File: src/hw/rf_timer_pkg.sv
package rf_timer_pkg;

    // Register offsets on the device register port
    localparam logic [5:0] TIMER_MODE_OFFSET     = 6'h2a;
    localparam logic [5:0] PRESCALER_LOW_OFFSET  = 6'h2b;
    localparam logic [5:0] RELOAD_HIGH_OFFSET    = 6'h2c;
    localparam logic [5:0] RELOAD_LOW_OFFSET     = 6'h2d;
    localparam logic [5:0] COUNT_UPPER_OFFSET    = 6'h2e;
    localparam logic [5:0] COUNT_LOWER_OFFSET    = 6'h2f;

    // Index of each writable register inside the config array
    localparam int CFG_MODE      = 0;
    localparam int CFG_PRESC_LOW = 1;
    localparam int CFG_RELOAD_HI = 2;
    localparam int CFG_RELOAD_LO = 3;
    localparam int CFG_COUNT     = 4;
    // Offset low bits plus this give the array index
    localparam logic [1:0] CFG_INDEX_ADJUST = 2'h2;

    localparam logic [7:0] CFG_RESET_VALUE = 8'h00;

    // Timer mode register fields
    localparam int MODE_AUTO_BIT    = 7;
    localparam int MODE_GATE_MSB    = 6;
    localparam int MODE_GATE_LSB    = 5;
    localparam int MODE_RESTART_BIT = 4;
    localparam int MODE_NIBBLE_MSB  = 3;

    // Gate source encodings
    localparam logic [1:0] GATE_NONE      = 2'h0;
    localparam logic [1:0] GATE_SIGNAL_IN = 2'h1;
    localparam logic [1:0] GATE_AUX_ONE   = 2'h2;
    localparam logic [1:0] GATE_ADDR_3    = 2'h3;

    // Received bits after which protocol auto-start stops the timer
    localparam logic [2:0] RX_STOP_BITS_106AB  = 3'h5;
    localparam logic [2:0] RX_STOP_BITS_OTHER  = 3'h4;

    typedef struct packed {
        logic [5:0] addr;
        logic [7:0] data;
    } reg_access_t;

    typedef struct packed {
        logic signal_input_pin;
        logic auxiliary_pin_one;
        logic address_pin_three;
    } gate_pins_t;

    typedef enum {
        T_IDLE,
        T_COUNT
    } timer_state_t;

endpackage : rf_timer_pkg

File: src/hw/rf_timer_prescale_reload.sv
// Behaviour
// - gate_source_select 00 none, 01 signal input, 10 aux one, 11 address three.
// - In gated mode count_active_flag is one whenever the timer is enabled.
// - count_active_flag never feeds the gating signal; only the pin does.
// - reload_on_expiry one restarts countdown from reload_value at expiry.
// - reload_on_expiry zero counts to zero then sets expiry_request_flag.
// - divider_value is mode bits 3..0 above the 8-bit prescaler register.
// - Even select zero: tick equals reference over twice divider plus one.
// - Even select one: tick equals reference over twice divider plus two.
// - even_divide_select is taken straight from even_divide_select_i, with no register and no reset value.
// - Reload value is 16 bits held as two RW bytes, reset zero.
// - Every start event copies reload_value into the counter.
// - Reload writes do not disturb a running count until next start or auto-restart reload at expiry.
// - protocol_auto_start starts at transmit end or field on with option.
// - Auto-start without multiple receive stops after bit 5 or bit 4.
// - Counter is readable as upper byte then lower byte registers.
`timescale 1ns/1ns
`default_nettype none
module rf_timer_prescale_reload
    import rf_timer_pkg::*;
(
    // Clock and reset
    input  wire logic        clk_i,
    input  wire logic        arst_n_i,
    // Register port
    input  wire logic        wr_en_i,
    input  wire reg_access_t wr_i,
    input  wire logic        rd_en_i,
    input  wire logic [5:0]  rd_addr_i,
    output logic      [7:0]  rd_data_o,
    // Gate pins, asynchronous
    input  wire gate_pins_t  pins_i,
    // Reference and control, same clock
    input  wire logic        ref_tick_i,
    input  wire logic        even_divide_select_i,
    input  wire logic        start_now_i,
    input  wire logic        stop_now_i,
    input  wire logic        expiry_clear_i,
    // Protocol events, same clock
    input  wire logic        tx_end_i,
    input  wire logic        field_on_i,
    input  wire logic        initial_field_option_i,
    input  wire logic        multiple_receive_option_i,
    input  wire logic        rx_bit_i,
    input  wire logic        type_ab_106_i,
    // Status
    output logic             count_active_o,
    output logic             expiry_request_o
);

    logic         rst_meta_ff;
    logic         rst_n_ff;
    gate_pins_t   pins_meta_ff;
    gate_pins_t   pins_ff;
    logic [7:0]   cfg_ff [CFG_COUNT];
    logic [12:0]  presc_ff;
    logic [15:0]  count_ff;
    logic [2:0]   rx_cnt_ff;
    logic         expiry_ff;
    logic [7:0]   rd_data_ff;
    logic         active_ff;
    timer_state_t state_ff;

    always_ff @(posedge clk_i or negedge arst_n_i) begin
        if (!arst_n_i) begin
            rst_meta_ff <= 1'b0;
            rst_n_ff    <= 1'b0;
        end else begin
            rst_meta_ff <= 1'b1;
            rst_n_ff    <= rst_meta_ff;
        end
    end

    always_ff @(posedge clk_i or negedge rst_n_ff) begin
        if (!rst_n_ff) begin
            pins_meta_ff <= '0;
            pins_ff      <= '0;
        end else begin
            pins_meta_ff <= pins_i;
            pins_ff      <= pins_meta_ff;
        end
    end

    // Register decode
    wire        cfg_hit   = wr_i.addr >= TIMER_MODE_OFFSET
                         && wr_i.addr <= RELOAD_LOW_OFFSET;
    wire [1:0]  cfg_idx   = wr_i.addr[1:0] + CFG_INDEX_ADJUST;
    wire [7:0]  mode      = cfg_ff[CFG_MODE];
    wire        auto_on   = mode[MODE_AUTO_BIT];
    wire [1:0]  gate_sel  = mode[MODE_GATE_MSB:MODE_GATE_LSB];
    wire        restart   = mode[MODE_RESTART_BIT];
    wire [11:0] divider_value = {mode[MODE_NIBBLE_MSB:0],
                                 cfg_ff[CFG_PRESC_LOW]};
    wire [15:0] reload_value  = {cfg_ff[CFG_RELOAD_HI],
                                 cfg_ff[CFG_RELOAD_LO]};

    // writes only land in config, not the counter
    genvar gi;
    generate
        for (gi = 0; gi < CFG_COUNT; gi++) begin : g_cfg
            always_ff @(posedge clk_i or negedge rst_n_ff) begin
                if (!rst_n_ff) begin
                    cfg_ff[gi] <= CFG_RESET_VALUE;
                end else if (wr_en_i && cfg_hit && cfg_idx == 2'(gi)) begin
                    cfg_ff[gi] <= wr_i.data;
                end
            end
        end
    endgenerate

    // gate is built from pins alone
    wire gate_open = (gate_sel == GATE_NONE)
                  || (gate_sel == GATE_SIGNAL_IN && pins_ff.signal_input_pin)
                  || (gate_sel == GATE_AUX_ONE && pins_ff.auxiliary_pin_one)
                  || (gate_sel == GATE_ADDR_3 && pins_ff.address_pin_three);

    wire running = (state_ff == T_COUNT);

    wire start = start_now_i
              || (auto_on && (tx_end_i
                              || (field_on_i && initial_field_option_i)));

    wire [2:0] rx_limit  = type_ab_106_i ? RX_STOP_BITS_106AB
                                         : RX_STOP_BITS_OTHER;
    wire       rx_watch  = running && auto_on && !multiple_receive_option_i;
    wire       rx_count  = rx_watch && rx_bit_i;
    wire       rx_stop   = rx_count && (rx_cnt_ff + 3'h1 == rx_limit);
    wire [2:0] nxt_rx_cnt = start ? 3'h0 : rx_count ? rx_cnt_ff + 3'h1
                                                    : rx_cnt_ff;

    // odd factor 2P+1; even factor 2P+2 (load plus one ticks)
    // even select is taken straight from even_divide_select_i, with no register
    wire [12:0] presc_load = {divider_value, 1'b0}
                           + {12'h000, even_divide_select_i};
    wire        timer_tick = running && ref_tick_i && presc_ff == '0;
    wire [12:0] nxt_presc  = start ? presc_load
                           : !(running && ref_tick_i) ? presc_ff
                           : timer_tick ? presc_load : presc_ff - 13'h1;

    // counter steps only while gate open
    wire        count_step = timer_tick && gate_open;
    wire        expire     = count_step && count_ff == '0;
    wire [15:0] nxt_count  = start ? reload_value
                           : !count_step ? count_ff
                           : count_ff != '0 ? count_ff - 16'h1
                           : restart ? reload_value : count_ff;

    // expiry sets flag; set wins over clear
    wire nxt_expiry = expire || (expiry_ff && !expiry_clear_i);

    timer_state_t nxt_state;
    always_comb begin
        nxt_state = state_ff;
        case (state_ff)
            T_IDLE: begin
                if (start) nxt_state = T_COUNT;
            end
            T_COUNT: begin
                if (start) nxt_state = T_COUNT;
                else if (stop_now_i || rx_stop) nxt_state = T_IDLE;
                else if (expire && !restart) nxt_state = T_IDLE;
            end
            default: nxt_state = T_IDLE;
        endcase
    end

    // Registered copy so the status pin comes from a flop
    wire nxt_active = (nxt_state == T_COUNT);

    wire [7:0] rd_mux =
        (rd_addr_i == TIMER_MODE_OFFSET)    ? cfg_ff[CFG_MODE]      :
        (rd_addr_i == PRESCALER_LOW_OFFSET) ? cfg_ff[CFG_PRESC_LOW] :
        (rd_addr_i == RELOAD_HIGH_OFFSET)   ? cfg_ff[CFG_RELOAD_HI] :
        (rd_addr_i == RELOAD_LOW_OFFSET)    ? cfg_ff[CFG_RELOAD_LO] :
        (rd_addr_i == COUNT_UPPER_OFFSET)   ? count_ff[15:8]        :
        (rd_addr_i == COUNT_LOWER_OFFSET)   ? count_ff[7:0]         :
                                              8'h00;
    wire [7:0] nxt_rd_data = rd_en_i ? rd_mux : rd_data_ff;

    always_ff @(posedge clk_i or negedge rst_n_ff) begin
        if (!rst_n_ff) begin
            state_ff   <= T_IDLE;
            presc_ff   <= '0;
            count_ff   <= '0;
            rx_cnt_ff  <= '0;
            expiry_ff  <= 1'b0;
            rd_data_ff <= 8'h00;
            active_ff  <= 1'b0;
        end else begin
            state_ff   <= nxt_state;
            presc_ff   <= nxt_presc;
            count_ff   <= nxt_count;
            rx_cnt_ff  <= nxt_rx_cnt;
            expiry_ff  <= nxt_expiry;
            rd_data_ff <= nxt_rd_data;
            active_ff  <= nxt_active;
        end
    end

    // active flag is the enable state, not the gate level
    assign count_active_o   = active_ff;
    assign expiry_request_o = expiry_ff;
    assign rd_data_o        = rd_data_ff;
endmodule : rf_timer_prescale_reload
`default_nettype wire

File: config.mk
export PLATFORM = sky130hd
export DESIGN_NAME = rf_timer_prescale_reload
export DESIGN_NICKNAME = d
export VERILOG_FILES = /design/src/hw/rf_timer_pkg.sv /design/src/hw/rf_timer_prescale_reload.sv
export SDC_FILE = /design/constraint.sdc
export NUM_CORES = 1
export LEC_CHECK = 0
export ABC_AREA = 1
export BUFFER_PORTS_ARGS = -buffer_cell sky130_fd_sc_hd__buf_2
export CELL_PAD_IN_SITES_DETAIL_PLACEMENT = 1
export CELL_PAD_IN_SITES_GLOBAL_PLACEMENT = 1
export CORE_MARGIN = 1
export CORE_UTILIZATION = 31
export CTS_BUF_LIST = sky130_fd_sc_hd__clkbuf_4
export DETAILED_ROUTE_END_ITERATION = 6
export PLACE_DENSITY_LB_ADDON = 0.1
export SYNTH_ARGS = -nofsm -noshare
export SYNTH_HDL_FRONTEND = slang
export SYNTH_SLANG_ARGS = --single-unit
export TNS_END_PERCENT = 10
File: constraint.sdc
create_clock -name clk_i -period 4.1 [get_ports clk_i]
set_clock_uncertainty 0.15 [all_clocks]
set_input_delay 0.205 -clock clk_i [delete_from_list [all_inputs] [get_ports clk_i]]
set_output_delay 0.205 -clock clk_i [all_outputs]
set_load 0.1 [all_outputs]
**After elaboration in Yosys (flattened, before gate mapping)**

Index checks and enable logic that the tools add are counted.

- Register bits: 114
- Bits of input ports: 38
- Output and inout bits: 10
- Logic and storage cells: 105

- Add/subtract/negate cells: 5
- $lt $le $gt $ge: 2
- Equal/unequal tests: 16
- Muxes and demuxes: 21
- Reductions and logical operators: 42

Operator list:

| cell | number |
|---|---|
| $mux W32 | 4 |
| $eq A32 B2 Y1 const B | 2 |
| $mux W16 | 4 |
| $pmux W32 S2 | 1 |
| $mux W8 | 6 |
| $mux W13 | 3 |
| $eq A6 B6 Y1 const B | 6 |
| $eq A32 B1 Y1 const B | 1 |
| $logic_not A32 Y1 | 1 |
| $logic_and A1 B1 Y1 | 21 |
| $logic_not A16 Y1 | 1 |
| $reduce_bool A16 Y1 | 1 |
| $sub A16 B1 Y16 const B | 1 |
| $add A13 B1 Y13 | 1 |
| $logic_not A13 Y1 | 1 |
| $sub A13 B1 Y13 const B | 1 |
| $eq A2 B2 Y1 const B | 4 |
| $logic_or A1 B1 Y1 | 7 |
| $ge A6 B6 Y1 const B | 1 |
| $le A6 B6 Y1 const B | 1 |
| $mux W3 | 2 |
| $reduce_bool A2 Y1 | 3 |
| $eq A2 B1 Y1 const B | 2 |
| $logic_not A2 Y1 | 2 |
| 7 further kinds | 9 |

**Logic depth before layout (Yosys ltp)**

Gate-level depths: netlist (run 1).

- Depth in word-level cells: 13
- Mapped depth: 13
- Gate-level depth less buffers: 13

**Worst setup path before layout (run 1)**

Ideal clock, no wire load.

- Path type: register to register
- Start point: reg count_ff[0]
- End point: reg count_ff[0]
- Arrival: 1,543 ps
- Slack: 2,290 ps
- Cell stages (with the launch flop): 11
- Buffers on the path: 1
- Clock period less this slack: 1,810 ps
- Cells stage by stage: dfrtp_1 > inv_1 > ha_1 > nand3_4 > nor2_4 > nand4_4 > nand2_4 > buf_8 > o21ai_0 > nand3_1 > nand2_1

- Cells in the longest elaborated chain, start to end: 4
- Elaborated cells on any way between the ends: 7
- Those cells by class: add/sub: 1; mux: 3; reduce/logical: 3

RTL lines:

| what | line | text |
|---|---|---|
| start, declared | rf_timer_prescale_reload.sv:57 | `logic [15:0] count_ff;` |
| start signal, assigned | rf_timer_prescale_reload.sv:192 | `count_ff <= nxt_count;` |
| $sub A16 B1 Y16 / $reduce_bool A16 Y1 (equally long branches) | rf_timer_prescale_reload.sv:145 | `: count_ff != '0 ? count_ff - 16'h1` |
| $mux W16 | rf_timer_prescale_reload.sv:145 |  |
| $mux W16 | rf_timer_prescale_reload.sv:144 | `: !count_step ? count_ff` |
| $mux W16 | rf_timer_prescale_reload.sv:143 | `wire [15:0] nxt_count = start ? reload_value` |

Parallel ways exist; a longest one is shown, timed or not. The select of a mux whose other input is x is not followed.
A chain may end at the register's enable or synchronous reset.

**Final worst setup path (run 1)**

- Start point: reg presc_ff[2]
- End point: reg presc_ff[0]

- Cells in the longest elaborated chain, start to end: 5

RTL lines:

| what | line | text |
|---|---|---|
| start, declared | rf_timer_prescale_reload.sv:56 | `logic [12:0] presc_ff;` |
| start signal, assigned | rf_timer_prescale_reload.sv:191 | `presc_ff <= nxt_presc;` |
| $logic_not A13 Y1 | rf_timer_prescale_reload.sv:135 | `wire timer_tick = running && ref_tick_i && presc_ff == '0;` |
| $logic_and A1 B1 Y1 | rf_timer_prescale_reload.sv:135 |  |
| $mux W13 | rf_timer_prescale_reload.sv:138 | `: timer_tick ? presc_load : presc_ff - 13'h1;` |
| $mux W13 | rf_timer_prescale_reload.sv:137 | `: !(running && ref_tick_i) ? presc_ff` |
| $mux W13 | rf_timer_prescale_reload.sv:136 | `wire [12:0] nxt_presc = start ? presc_load` |

Every way passes these cells. The select of a mux whose other input is x is not followed.

==> results of run 1 <==
worst min path at each step:
| stage | end | from | slack, ps | cells after the start |
|---|---|---|---|---|
| floorplan | rst_meta_ff | arst_n_i | -240 | 0 |
| global placement | rst_meta_ff | arst_n_i | -160 | 1 |
| detailed placement | rst_meta_ff | arst_n_i | -160 | 1 |
| CTS | rx_cnt_ff[2] | initial_field_option_i | 10 | 5 |
| global route | rx_cnt_ff[2] | initial_field_option_i | 70 | 5 |
| finish | rx_cnt_ff[2] | initial_field_option_i | 40 | 5 |
where the power goes:
group,total [mW],internal [mW],switching [mW]
Sequential,1.52,1.28,0.239
Combinational,1.10,0.386,0.710
Clock,0.865,0.281,0.584
Total,3.48,1.95,1.53
per-stage QoR:
stage	cell area (um2)	utilization, %	setup slack (ps)	hold WS, ps
final	6930	38.2	1320	39.8
after global routing	6930	38.2	1150	66.0
after CTS	6930	38.2	1340	13.4
after detailed placement	6330	34.9	1850	-158
after global placement	6330	34.9	1900	-160
after floorplan	5900	-	539	-241
worst max-delay path: cells and delay by family, from the launching register on:
kind	cells	cell delay, ps
buffers and inverters	1	550
DFF	1	450
and+or+nand+nor	8	1530
layer usage:
layer  wire, um  global-route usage (%)  part of all wire (%)
met3        436                    3.63                   2.5
met1       7980                    23.9                    47
met4        274                    6.90                   1.6
met2       8410                    32.8                    49
met5          0                       0                     0
cell usage in the layout (no fill, tap or decap), types with 2 or more instances in the layout:
master / netlist / routed
sky130_fd_sc_hd__a21oi_1: 13 / 13
sky130_fd_sc_hd__buf_2: 5 / 47
sky130_fd_sc_hd__buf_4: 0 / 3
sky130_fd_sc_hd__clkbuf_4: 0 / 17
sky130_fd_sc_hd__clkinv_8: 0 / 3
sky130_fd_sc_hd__conb_1: 2 / 32
sky130_fd_sc_hd__dfrtp_1: 114 / 113
sky130_fd_sc_hd__dlygate4sd3_1: 0 / 30
sky130_fd_sc_hd__ha_1: 4 / 4
sky130_fd_sc_hd__inv_1: 65 / 65
sky130_fd_sc_hd__inv_2: 3 / 3
sky130_fd_sc_hd__inv_6: 0 / 6
sky130_fd_sc_hd__inv_8: 0 / 4
sky130_fd_sc_hd__nand2_1: 258 / 258
sky130_fd_sc_hd__nand2_2: 6 / 6
sky130_fd_sc_hd__nand2_4: 3 / 3
sky130_fd_sc_hd__nand3_1: 75 / 75
sky130_fd_sc_hd__nand3b_1: 4 / 4
sky130_fd_sc_hd__nand4_1: 5 / 5
sky130_fd_sc_hd__nor2_1: 74 / 74
sky130_fd_sc_hd__nor2_2: 5 / 5
sky130_fd_sc_hd__nor2_4: 3 / 3
sky130_fd_sc_hd__nor3_2: 3 / 3
sky130_fd_sc_hd__o211ai_1: 3 / 3
sky130_fd_sc_hd__o21ai_0: 52 / 52
sky130_fd_sc_hd__o21ai_1: 2 / 2
sky130_fd_sc_hd__o22ai_1: 2 / 2
sky130_fd_sc_hd__xnor2_1: 8 / 8
sky130_fd_sc_hd__xor2_1: 10 / 10
final cells by class:
class | count | area (um2)
clock inverters | 15 | 163
diodes | 1 | 2.50
flip-flops and latches | 114 | 2860
well taps | 229 | 287
fillers | 2263 | 11200
clock buffers | 17 | 128
multi-input cells | 573 | 2670
repair buffers | 80 | 558
inverters | 69 | 260
flip-flops by register name, indices dropped and copies added, names as in the netlist:
name and flops:
presc_ff 13, rx_cnt_ff 3, state_ff 32, count_ff 16, count_active_o 1, rd_data_o 8
rst_n_ff 1, expiry_request_o 1, pins_ff 3, cfg_ff 24, pins_meta_ff 3, rst_meta_ff 1
mode 8
repair_timing:
item                                   4_1_cts  5_1_grt
setup buffers                                0        0
hold buffers                                30        0
endpoints found under the hold margin       64        0
logic make-up after synthesis:
family	Yosys count	share of synthesized area (%)
AND/OR/NAND/NOR	444	33.6
flip-flops	114	49.3
buffers and inverters	84	6.50
AO/OA/AOI/OAI	75	6.94
XOR/XNOR	18	2.72
adder cells (fa/ha/maj)	4	0.864
other	2	0.130
==> results.json, run 1 <==
{
  "grt_antenna_before_repair": 1,
  "die-height_um": 139,
  "number_of_global_route_vias_before_repair": 5421,
  "clock_root_buffer": "sky130_fd_sc_hd__clkbuf_4",
  "crit_top_cell": "sky130_fd_sc_hd__nand2_1",
  "critical_path_destination": "presc_ff[0]",
  "min_period_over_period_pct": 67.9,
  "layoutNonFillerInstCount": 1098,
  "track_usage_pct": 19.1,
  "start_kind": "register",
  "power.leakage_nw": 3.52,
  "tns_ps": 0,
  "crit_slowest_cell": "sky130_fd_sc_hd__dlygate4sd3_1",
  "yosys.area.top_type": "sky130_fd_sc_hd__dfrtp_1",
  "synthesis.area_per_instance_um2": 7.81,
  "rr_worst_depth": 9,
  "global_route.overflow_total": 0,
  "most_common_cell_in_the_synthesized_netlist": "sky130_fd_sc_hd__nand2_1",
  "max-cap-violations": 0,
  "max_incr_delay_on_cp_ps": 550,
  "design.final.nets": 897,
  "reg2reg_to": "presc_ff[0]",
  "critical_path_arrival_ps": 3110,
  "total_power_mw": 3.48,
  "yosysSeqAreaShare_pct": 49.3,
  "dieWidth_um": 139,
  "antenna_violating_nets_post_route": 0,
  "wire_per_inst_um": 15.6,
  "power.density_mw_per_mm2": 502,
  "setup_violations": 0,
  "grt_start_max_net_pins": 67,
  "rsz0062_at_grt": "no",
  "violations_in_the_final_reports": "DRC",
  "critical_path.endpoint_type": "register",
  "post-route-min-period_ps": 2780,
  "drt-vias-per-instance": 4.66,
  "flow.area_growth_from_synthesis_pct": 19.6,
  "route.detailed.drc": 4,
  "tritoncts.num_buffers": 17,
  "starting_drt_drc_count": 206,
  "cp.required_ps": 4420,
  "post_route_cells_drive_above_1_share_pct": 13.0,
  "grt_pass1_wl_um": 28300,
  "cts.path.max_buffers": 2,
  "worst_pin_slew_ps": 850,
  "synth_commonest_cells": "sky130_fd_sc_hd__nand2_1, sky130_fd_sc_hd__dfrtp_1, sky130_fd_sc_hd__nand3_1",
  "syn_area_mm2": 0.00579,
  "critical_path.startpoint": "presc_ff[2]",
  "ys_seq_elements": 114,
  "buffer_ports.inserted": 47,
  "slew_headroom_pct": 43.3,
  "clock_tree_from_tritoncts": "built",
  "die_outline_area_mm2": 0.0192,
  "clock.fmax_mhz": 359,
  "status": "finished, violations left",
  "crit_path_cell_trace": "nor2_1, nand2_1, nor3_2, nand3_2, nand2_2, nand2_1, nand3_1, dlygate4sd3_1, nand2_1",
  "r2r_start": "presc_ff[2]",
  "postSynthCellCount": 741,
  "final_max_slew_viol_count": 0,
  "rows": 49,
  "num_vias": 5119,
  "clk_latency_ps": 580,
  "holdCritPathClass": "primary input to register",
  "cts.sinks": 114,
  "globalplace.congestion": 0.823,
  "power.ir.vdd_worst_mv": 0.164,
  "drt_pass1_iterations": 6,
  "detailedPlacementHpwl_um": 12800,
  "synth_ff_type": "sky130_fd_sc_hd__dfrtp_1",
  "yosys.cell_types.count": 39,
  "ctsResizeCount": 0,
  "cts.reportedPaths.clkPinSlew_ps": 130,
  "timing_worst_setup_path_type": "register to register",
  "synth_area_leaders": "sky130_fd_sc_hd__dfrtp_1, sky130_fd_sc_hd__nand2_1, sky130_fd_sc_hd__nand3_1, sky130_fd_sc_hd__nor2_1, sky130_fd_sc_hd__o21ai_0",
  "synthDominantCellAreaShare_pct": 49.3,
  "floorplan.io_pins": 48,
  "crit_fanout": 14,
  "timing.final.hold_violations": 0,
  "dpl.cell_count": 1035,
  "detail_route.wirelength_um": 17100,
  "async_reset_ff_share_pct": 100,
  "synth-edff-count": 0,
  "floorplan.initialDensity_pct": 31.9,
  "setup.reg_to_reg.worst_slack_ps": 1320,
  "h-tree-depth": 4,
  "yosysWarnings": 0,
  "placeableCoreArea_mm2": 0.0181
}
No activity file was read; power rests on OpenSTA's default activity.
==> run 2, diff against run 1 <==
Clock period 4.1 ns to 2.81 ns, I/O delays scaled along.
==> results.json, run 2 (synthesized netlist as in run 1, its figures left out) <==
{
  "status": "finished, violations left",
  "violations_in_the_final_reports": "DRC",
  "drt_pass1_iterations": 6,
  "critical_path.startpoint": "count_ff[0]",
  "crit_slowest_cell": "sky130_fd_sc_hd__dlygate4sd3_1",
  "r2r_start": "count_ff[0]",
  "power.leakage_nw": 3.55,
  "global_route.overflow_total": 0,
  "start_kind": "register",
  "max-cap-violations": 0,
  "finish.instance_area_mm2": 0.00696,
  "layout_commonest_cell": "sky130_fd_sc_hd__nand2_1",
  "grt_pass1_wl_um": 28600,
  "buffer_ports.inserted": 47,
  "power.ir.vdd_worst_mv": 0.240,
  "setup.reg_to_reg.worst_slack_ps": 240,
  "crit_family": "simple AND/OR/NAND/NOR gates",
  "track_usage_pct": 19.2,
  "route.detailed.drc": 4,
  "final_util_pct": 38.3,
  "cts.reportedPaths.clkPinSlew_ps": 130,
  "wire_per_inst_um": 15.7,
  "die_outline_area_mm2": 0.0192,
  "slew_headroom_pct": 57.4,
  "clock_tree_from_tritoncts": "built",
  "holdCritPathClass": "primary input to register",
  "clock_root_buffer": "sky130_fd_sc_hd__clkbuf_4",
  "layoutNonFillerInstCount": 1100,
  "rsz0062_at_grt": "no",
  "detailedPlacementHpwl_um": 12800,
  "antenna_violating_nets_post_route": 0,
  "placeableCoreArea_mm2": 0.0181,
  "antenna_cells_inserted": 0,
  "mostFrequentLayoutCells": "sky130_fd_sc_hd__nand2_1, sky130_fd_sc_hd__dfrtp_1, sky130_fd_sc_hd__nand3_1",
  "path_depth": 10,
  "grt_start_max_net_pins": 45,
  "largest-register": "state_ff",
  "grt_antenna_before_repair": 0,
  "critical_path.endpoint_type": "register",
  "clk_latency_ps": 550,
  "cts.path.max_buffers": 2,
  "design.final.nets": 900,
  "detail_route.wirelength_um": 17300,
  "post_route_cells_drive_above_1_share_pct": 13.4,
  "flow.area_growth_from_synthesis_pct": 20.2,
  "rr_worst_depth": 10,
  "critical_path_destination": "state_ff[0]",
  "tns_ps": 0,
  "total_power_mw": 5.09,
  "starting_drt_drc_count": 243,
  "timing.final.hold_violations": 0,
  "largest_register_ffs": 32,
  "critical_path.n_buffers_inverters": 3,
  "floorplan.io_pins": 48,
  "timing_worst_setup_path_type": "register to register",
  "h-tree-depth": 4,
  "num_vias": 5163,
  "dpl.cell_count": 1038,
  "max_incr_delay_on_cp_ps": 560,
  "final_max_slew_viol_count": 0,
  "crit_fanout": 5,
  "power.density_mw_per_mm2": 731,
  "reg2reg_to": "state_ff[0]",
  "critical_path_arrival_ps": 2860,
  "dieWidth_um": 139,
  "min_period_over_period_pct": 91.4,
  "die-height_um": 139,
  "drt-vias-per-instance": 4.69,
  "tritoncts.num_buffers": 17,
  "dpl_cell_area_mm2": 0.00637,
  "crit_path_cell_trace": "inv_1, ha_1, nand3_4, nor2_4, nand4_1, nor2_1, inv_1, nor2_1, o21ai_0, dlygate4sd3_1",
  "clock.fmax_mhz": 389,
  "globalplace.congestion": 0.893,
  "cts.sinks": 114,
  "reg.largest.list": "state_ff: 32 flops, cfg_ff: 24 flops, count_ff: 16 flops",
  "setup_violations": 0,
  "post-route-min-period_ps": 2570,
  "floorplan.initialDensity_pct": 31.9,
  "worst_pin_slew_ps": 637,
  "cp.required_ps": 3100,
  "rows": 49,
  "number_of_global_route_vias_before_repair": 5496
}
==> run 2: worst min path at each step <==
stage / start / end / slack [ps] / depth (start not counted)
after floorplan: arst_n_i / rst_meta_ff / -310 / 0
after global placement: arst_n_i / rst_meta_ff / -220 / 1
after detailed placement: arst_n_i / rst_meta_ff / -220 / 1
after CTS: pins_i[2] / pins_meta_ff[2] / 40 / 2
after global routing: pins_i[0] / pins_meta_ff[0] / 50 / 2
final: pins_i[0] / pins_meta_ff[0] / 90 / 2
==> run 2: area by class of cell <==
| type | count | area [um2] |
|---|---|---|
| Inverter | 69 | 260 |
| Tap cell | 229 | 287 |
| Timing Repair Buffer | 83 | 591 |
| Fill cell | 2251 | 11200 |
| Sequential cell | 114 | 2860 |
| Multi-Input combinational cell | 573 | 2680 |
| Clock inverter | 15 | 158 |
| Clock buffer | 17 | 128 |
==> run 2: layer usage <==
metal	track usage [%]	vias up	part of all wire, %
li1	-	2551	-
met1	24.6	2523	46
met2	32.0	68	48
met3	4.07	21	2.8
met4	6.61	0	2.3
met5	0	-	0
==> run 2: repair_timing <==
item                       in CTS  in global routing
hold endpoints to repair       55                  0
gates resized for setup         0                  1
hold buffers                   29                  0
setup endpoints to repair       0                  2
setup buffers                   0                  1
==> run 2: report_power, final <==
part | switching (mW) | internal [mW]
sequential | 0.342 | 1.87
combinational | 1.04 | 0.566
clock | 0.795 | 0.479
==> run 2: per-stage QoR <==
step | hold slack (ps) | setup WS, ps
finish | 88.4 | 242
global route | 47.6 | 15.8
CTS | 36.5 | 129
detailed placement | -221 | 630
global placement | -222 | 661
floorplan | -305 | 754
==> run 3, diff against run 2 <==
Settings changed: CELL_PAD_IN_SITES_GLOBAL_PLACEMENT 1 to 2.
==> results.json, run 3 (synthesized netlist as in run 1, its figures left out) <==
{
  "h-tree-depth": 4,
  "globalplace.congestion": 0.865,
  "setup.reg_to_reg.worst_slack_ps": 430,
  "largest-register": "state_ff",
  "layout_commonest_cell": "sky130_fd_sc_hd__nand2_1",
  "crit_family": "buffers and inverters",
  "timing.final.hold_violations": 0,
  "detailedPlacementHpwl_um": 12800,
  "post-cts-setup-buffer-count": 0,
  "nFillCells": 2270,
  "cts.sinks": 114,
  "power.density_mw_per_mm2": 733,
  "cts.path.max_buffers": 2,
  "die-height_um": 139,
  "drt-vias-per-instance": 4.64,
  "mostFrequentLayoutCells": "sky130_fd_sc_hd__nand2_1, sky130_fd_sc_hd__dfrtp_1, sky130_fd_sc_hd__nand3_1",
  "setup_violations": 0,
  "worst_pin_slew_ps": 658,
  "post-route-min-period_ps": 2380,
  "timing_worst_setup_path_type": "register to register",
  "min_period_over_period_pct": 84.7,
  "final_util_pct": 38.1,
  "total_power_mw": 5.06,
  "num_vias": 5085,
  "clock.fmax_mhz": 420,
  "tritoncts.num_buffers": 17,
  "clock_tree_from_tritoncts": "built",
  "cts.reportedPaths.clkPinSlew_ps": 130,
  "detail_route.wirelength_um": 17300,
  "tns_ps": 0,
  "start_kind": "register",
  "drt_pass1_iterations": 6,
  "crit_fanout": 5,
  "placeableCoreArea_mm2": 0.0181,
  "max_incr_delay_on_cp_ps": 570,
  "clk_latency_ps": 540,
  "number_of_global_route_vias_before_repair": 5446,
  "dpl.cell_count": 1036,
  "power.ir.vdd_worst_mv": 0.312,
  "track_usage_pct": 19.6,
  "final_max_slew_viol_count": 0,
  "r2r_start": "count_ff[0]",
  "clock_root_buffer": "sky130_fd_sc_hd__clkbuf_4",
  "global_route.overflow_total": 0,
  "status": "finished, violations left",
  "die_outline_area_mm2": 0.0192,
  "post-place-ws_ps": 584,
  "antenna_violating_nets_post_route": 0,
  "largest_register_ffs": 32,
  "floorplan.initialDensity_pct": 31.9,
  "floorplan.io_pins": 48,
  "wire_per_inst_um": 15.8,
  "design.final.nets": 895,
  "post_route_cells_drive_above_1_share_pct": 13.2,
  "buffer_ports.inserted": 47,
  "grt_pass1_wl_um": 29100,
  "reg2reg_to": "expiry_request_o",
  "rows": 49,
  "grt_start_max_net_pins": 106,
  "slew_headroom_pct": 56.0,
  "cp.required_ps": 3160,
  "setup_slack_ps": 431,
  "layoutNonFillerInstCount": 1096,
  "starting_drt_drc_count": 179,
  "critical_path.n_buffers_inverters": 2,
  "holdCritPathClass": "register to asynchronous set/reset pin",
  "grt_antenna_before_repair": 1,
  "critical_path.endpoint_type": "register",
  "rsz0062_at_grt": "no",
  "rr_worst_depth": 7,
  "reg.largest.list": "state_ff: 32 flops, cfg_ff: 24 flops, count_ff: 16 flops",
  "route.detailed.drc": 4,
  "crit_path_cell_trace": "inv_1, ha_1, nand3_4, nor2_2, nand4_1, o22ai_1, dlygate4sd3_1",
  "critical_path_arrival_ps": 2730,
  "dieWidth_um": 139,
  "max-cap-violations": 0,
  "violations_in_the_final_reports": "DRC",
  "crit_slowest_cell": "sky130_fd_sc_hd__dlygate4sd3_1",
  "power.leakage_nw": 3.51,
  "flow.area_growth_from_synthesis_pct": 19.4
}
[run 3: changes by cell type in the layout (fill, tap and decap cells not counted)]
| cell | delta |
|---|---|
| sky130_fd_sc_hd__nor2_4 | -1 |
| sky130_fd_sc_hd__nor2_2 | +1 |
| sky130_fd_sc_hd__clkinv_4 | -1 |
| sky130_fd_sc_hd__dlygate4sd3_1 | -2 |
| sky130_fd_sc_hd__buf_4 | -3 |
| sky130_fd_sc_hd__diode_2 | +1 |
| sky130_fd_sc_hd__clkinvlp_4 | +1 |
[run 3: final cells by class]
type / count / area [um2] / area share (%)
Antenna cell: 1 / 2.50 / 0.0362
Clock buffer: 17 / 128 / 1.85
Clock inverter: 15 / 156 / 2.26
Inverter: 69 / 260 / 3.77
Multi-Input combinational cell: 573 / 2670 / 38.7
Sequential cell: 114 / 2860 / 41.3
Tap cell: 229 / 287 / 4.15
Timing Repair Buffer: 78 / 548 / 7.93
[run 3: how the worst max path moves through the flow]
stage               slack [ps]   startpoint  cells past startpoint               end
global placement           600  count_ff[0]                     10      count_ff[15]
CTS                        430  count_ff[0]                      7  expiry_request_o
detailed placement         580  state_ff[4]                     10       presc_ff[2]
global route               270  count_ff[0]                      7  expiry_request_o
floorplan                  750     rst_n_ff                      0         cfg_ff[0]
finish                     430  count_ff[0]                      7  expiry_request_o
[run 3: power by group]
part / internal, mW / total (mW) / leakage (nW) / switching, mW
Clock: 0.477 / 1.27 / 0.147 / 0.797
Sequential: 1.87 / 2.18 / 1.45 / 0.312
Combinational: 0.560 / 1.61 / 1.92 / 1.05
[run 3: metrics by stage]
step / hold slack (ps) / cell area [um2]
6_report: 2.80 / 6910
3_3_place_gp: -224 / 6350
4_1_cts: 7.94 / 6910
5_1_grt: 18.7 / 6910
2_1_floorplan: -305 / 5900
3_5_place_dp: -222 / 6350
[run 3: per-layer routing]
metal | up-vias | wire [um] | track usage [%]
met3 | 26 | 463 | 4.04
met2 | 68 | 8320 | 32.7
met1 | 2445 | 8060 | 25.1
met4 | 0 | 427 | 7.08
met5 | - | 0 | 0
li1 | 2546 | - | -
[run 3: repair_timing]
action / 4_1_cts / 5_1_grt
endpoints found under the hold margin: 54 / 0
hold buffers: 27 / 0
endpoints found under the setup margin: 0 / 0
gates resized for setup: 0 / 0
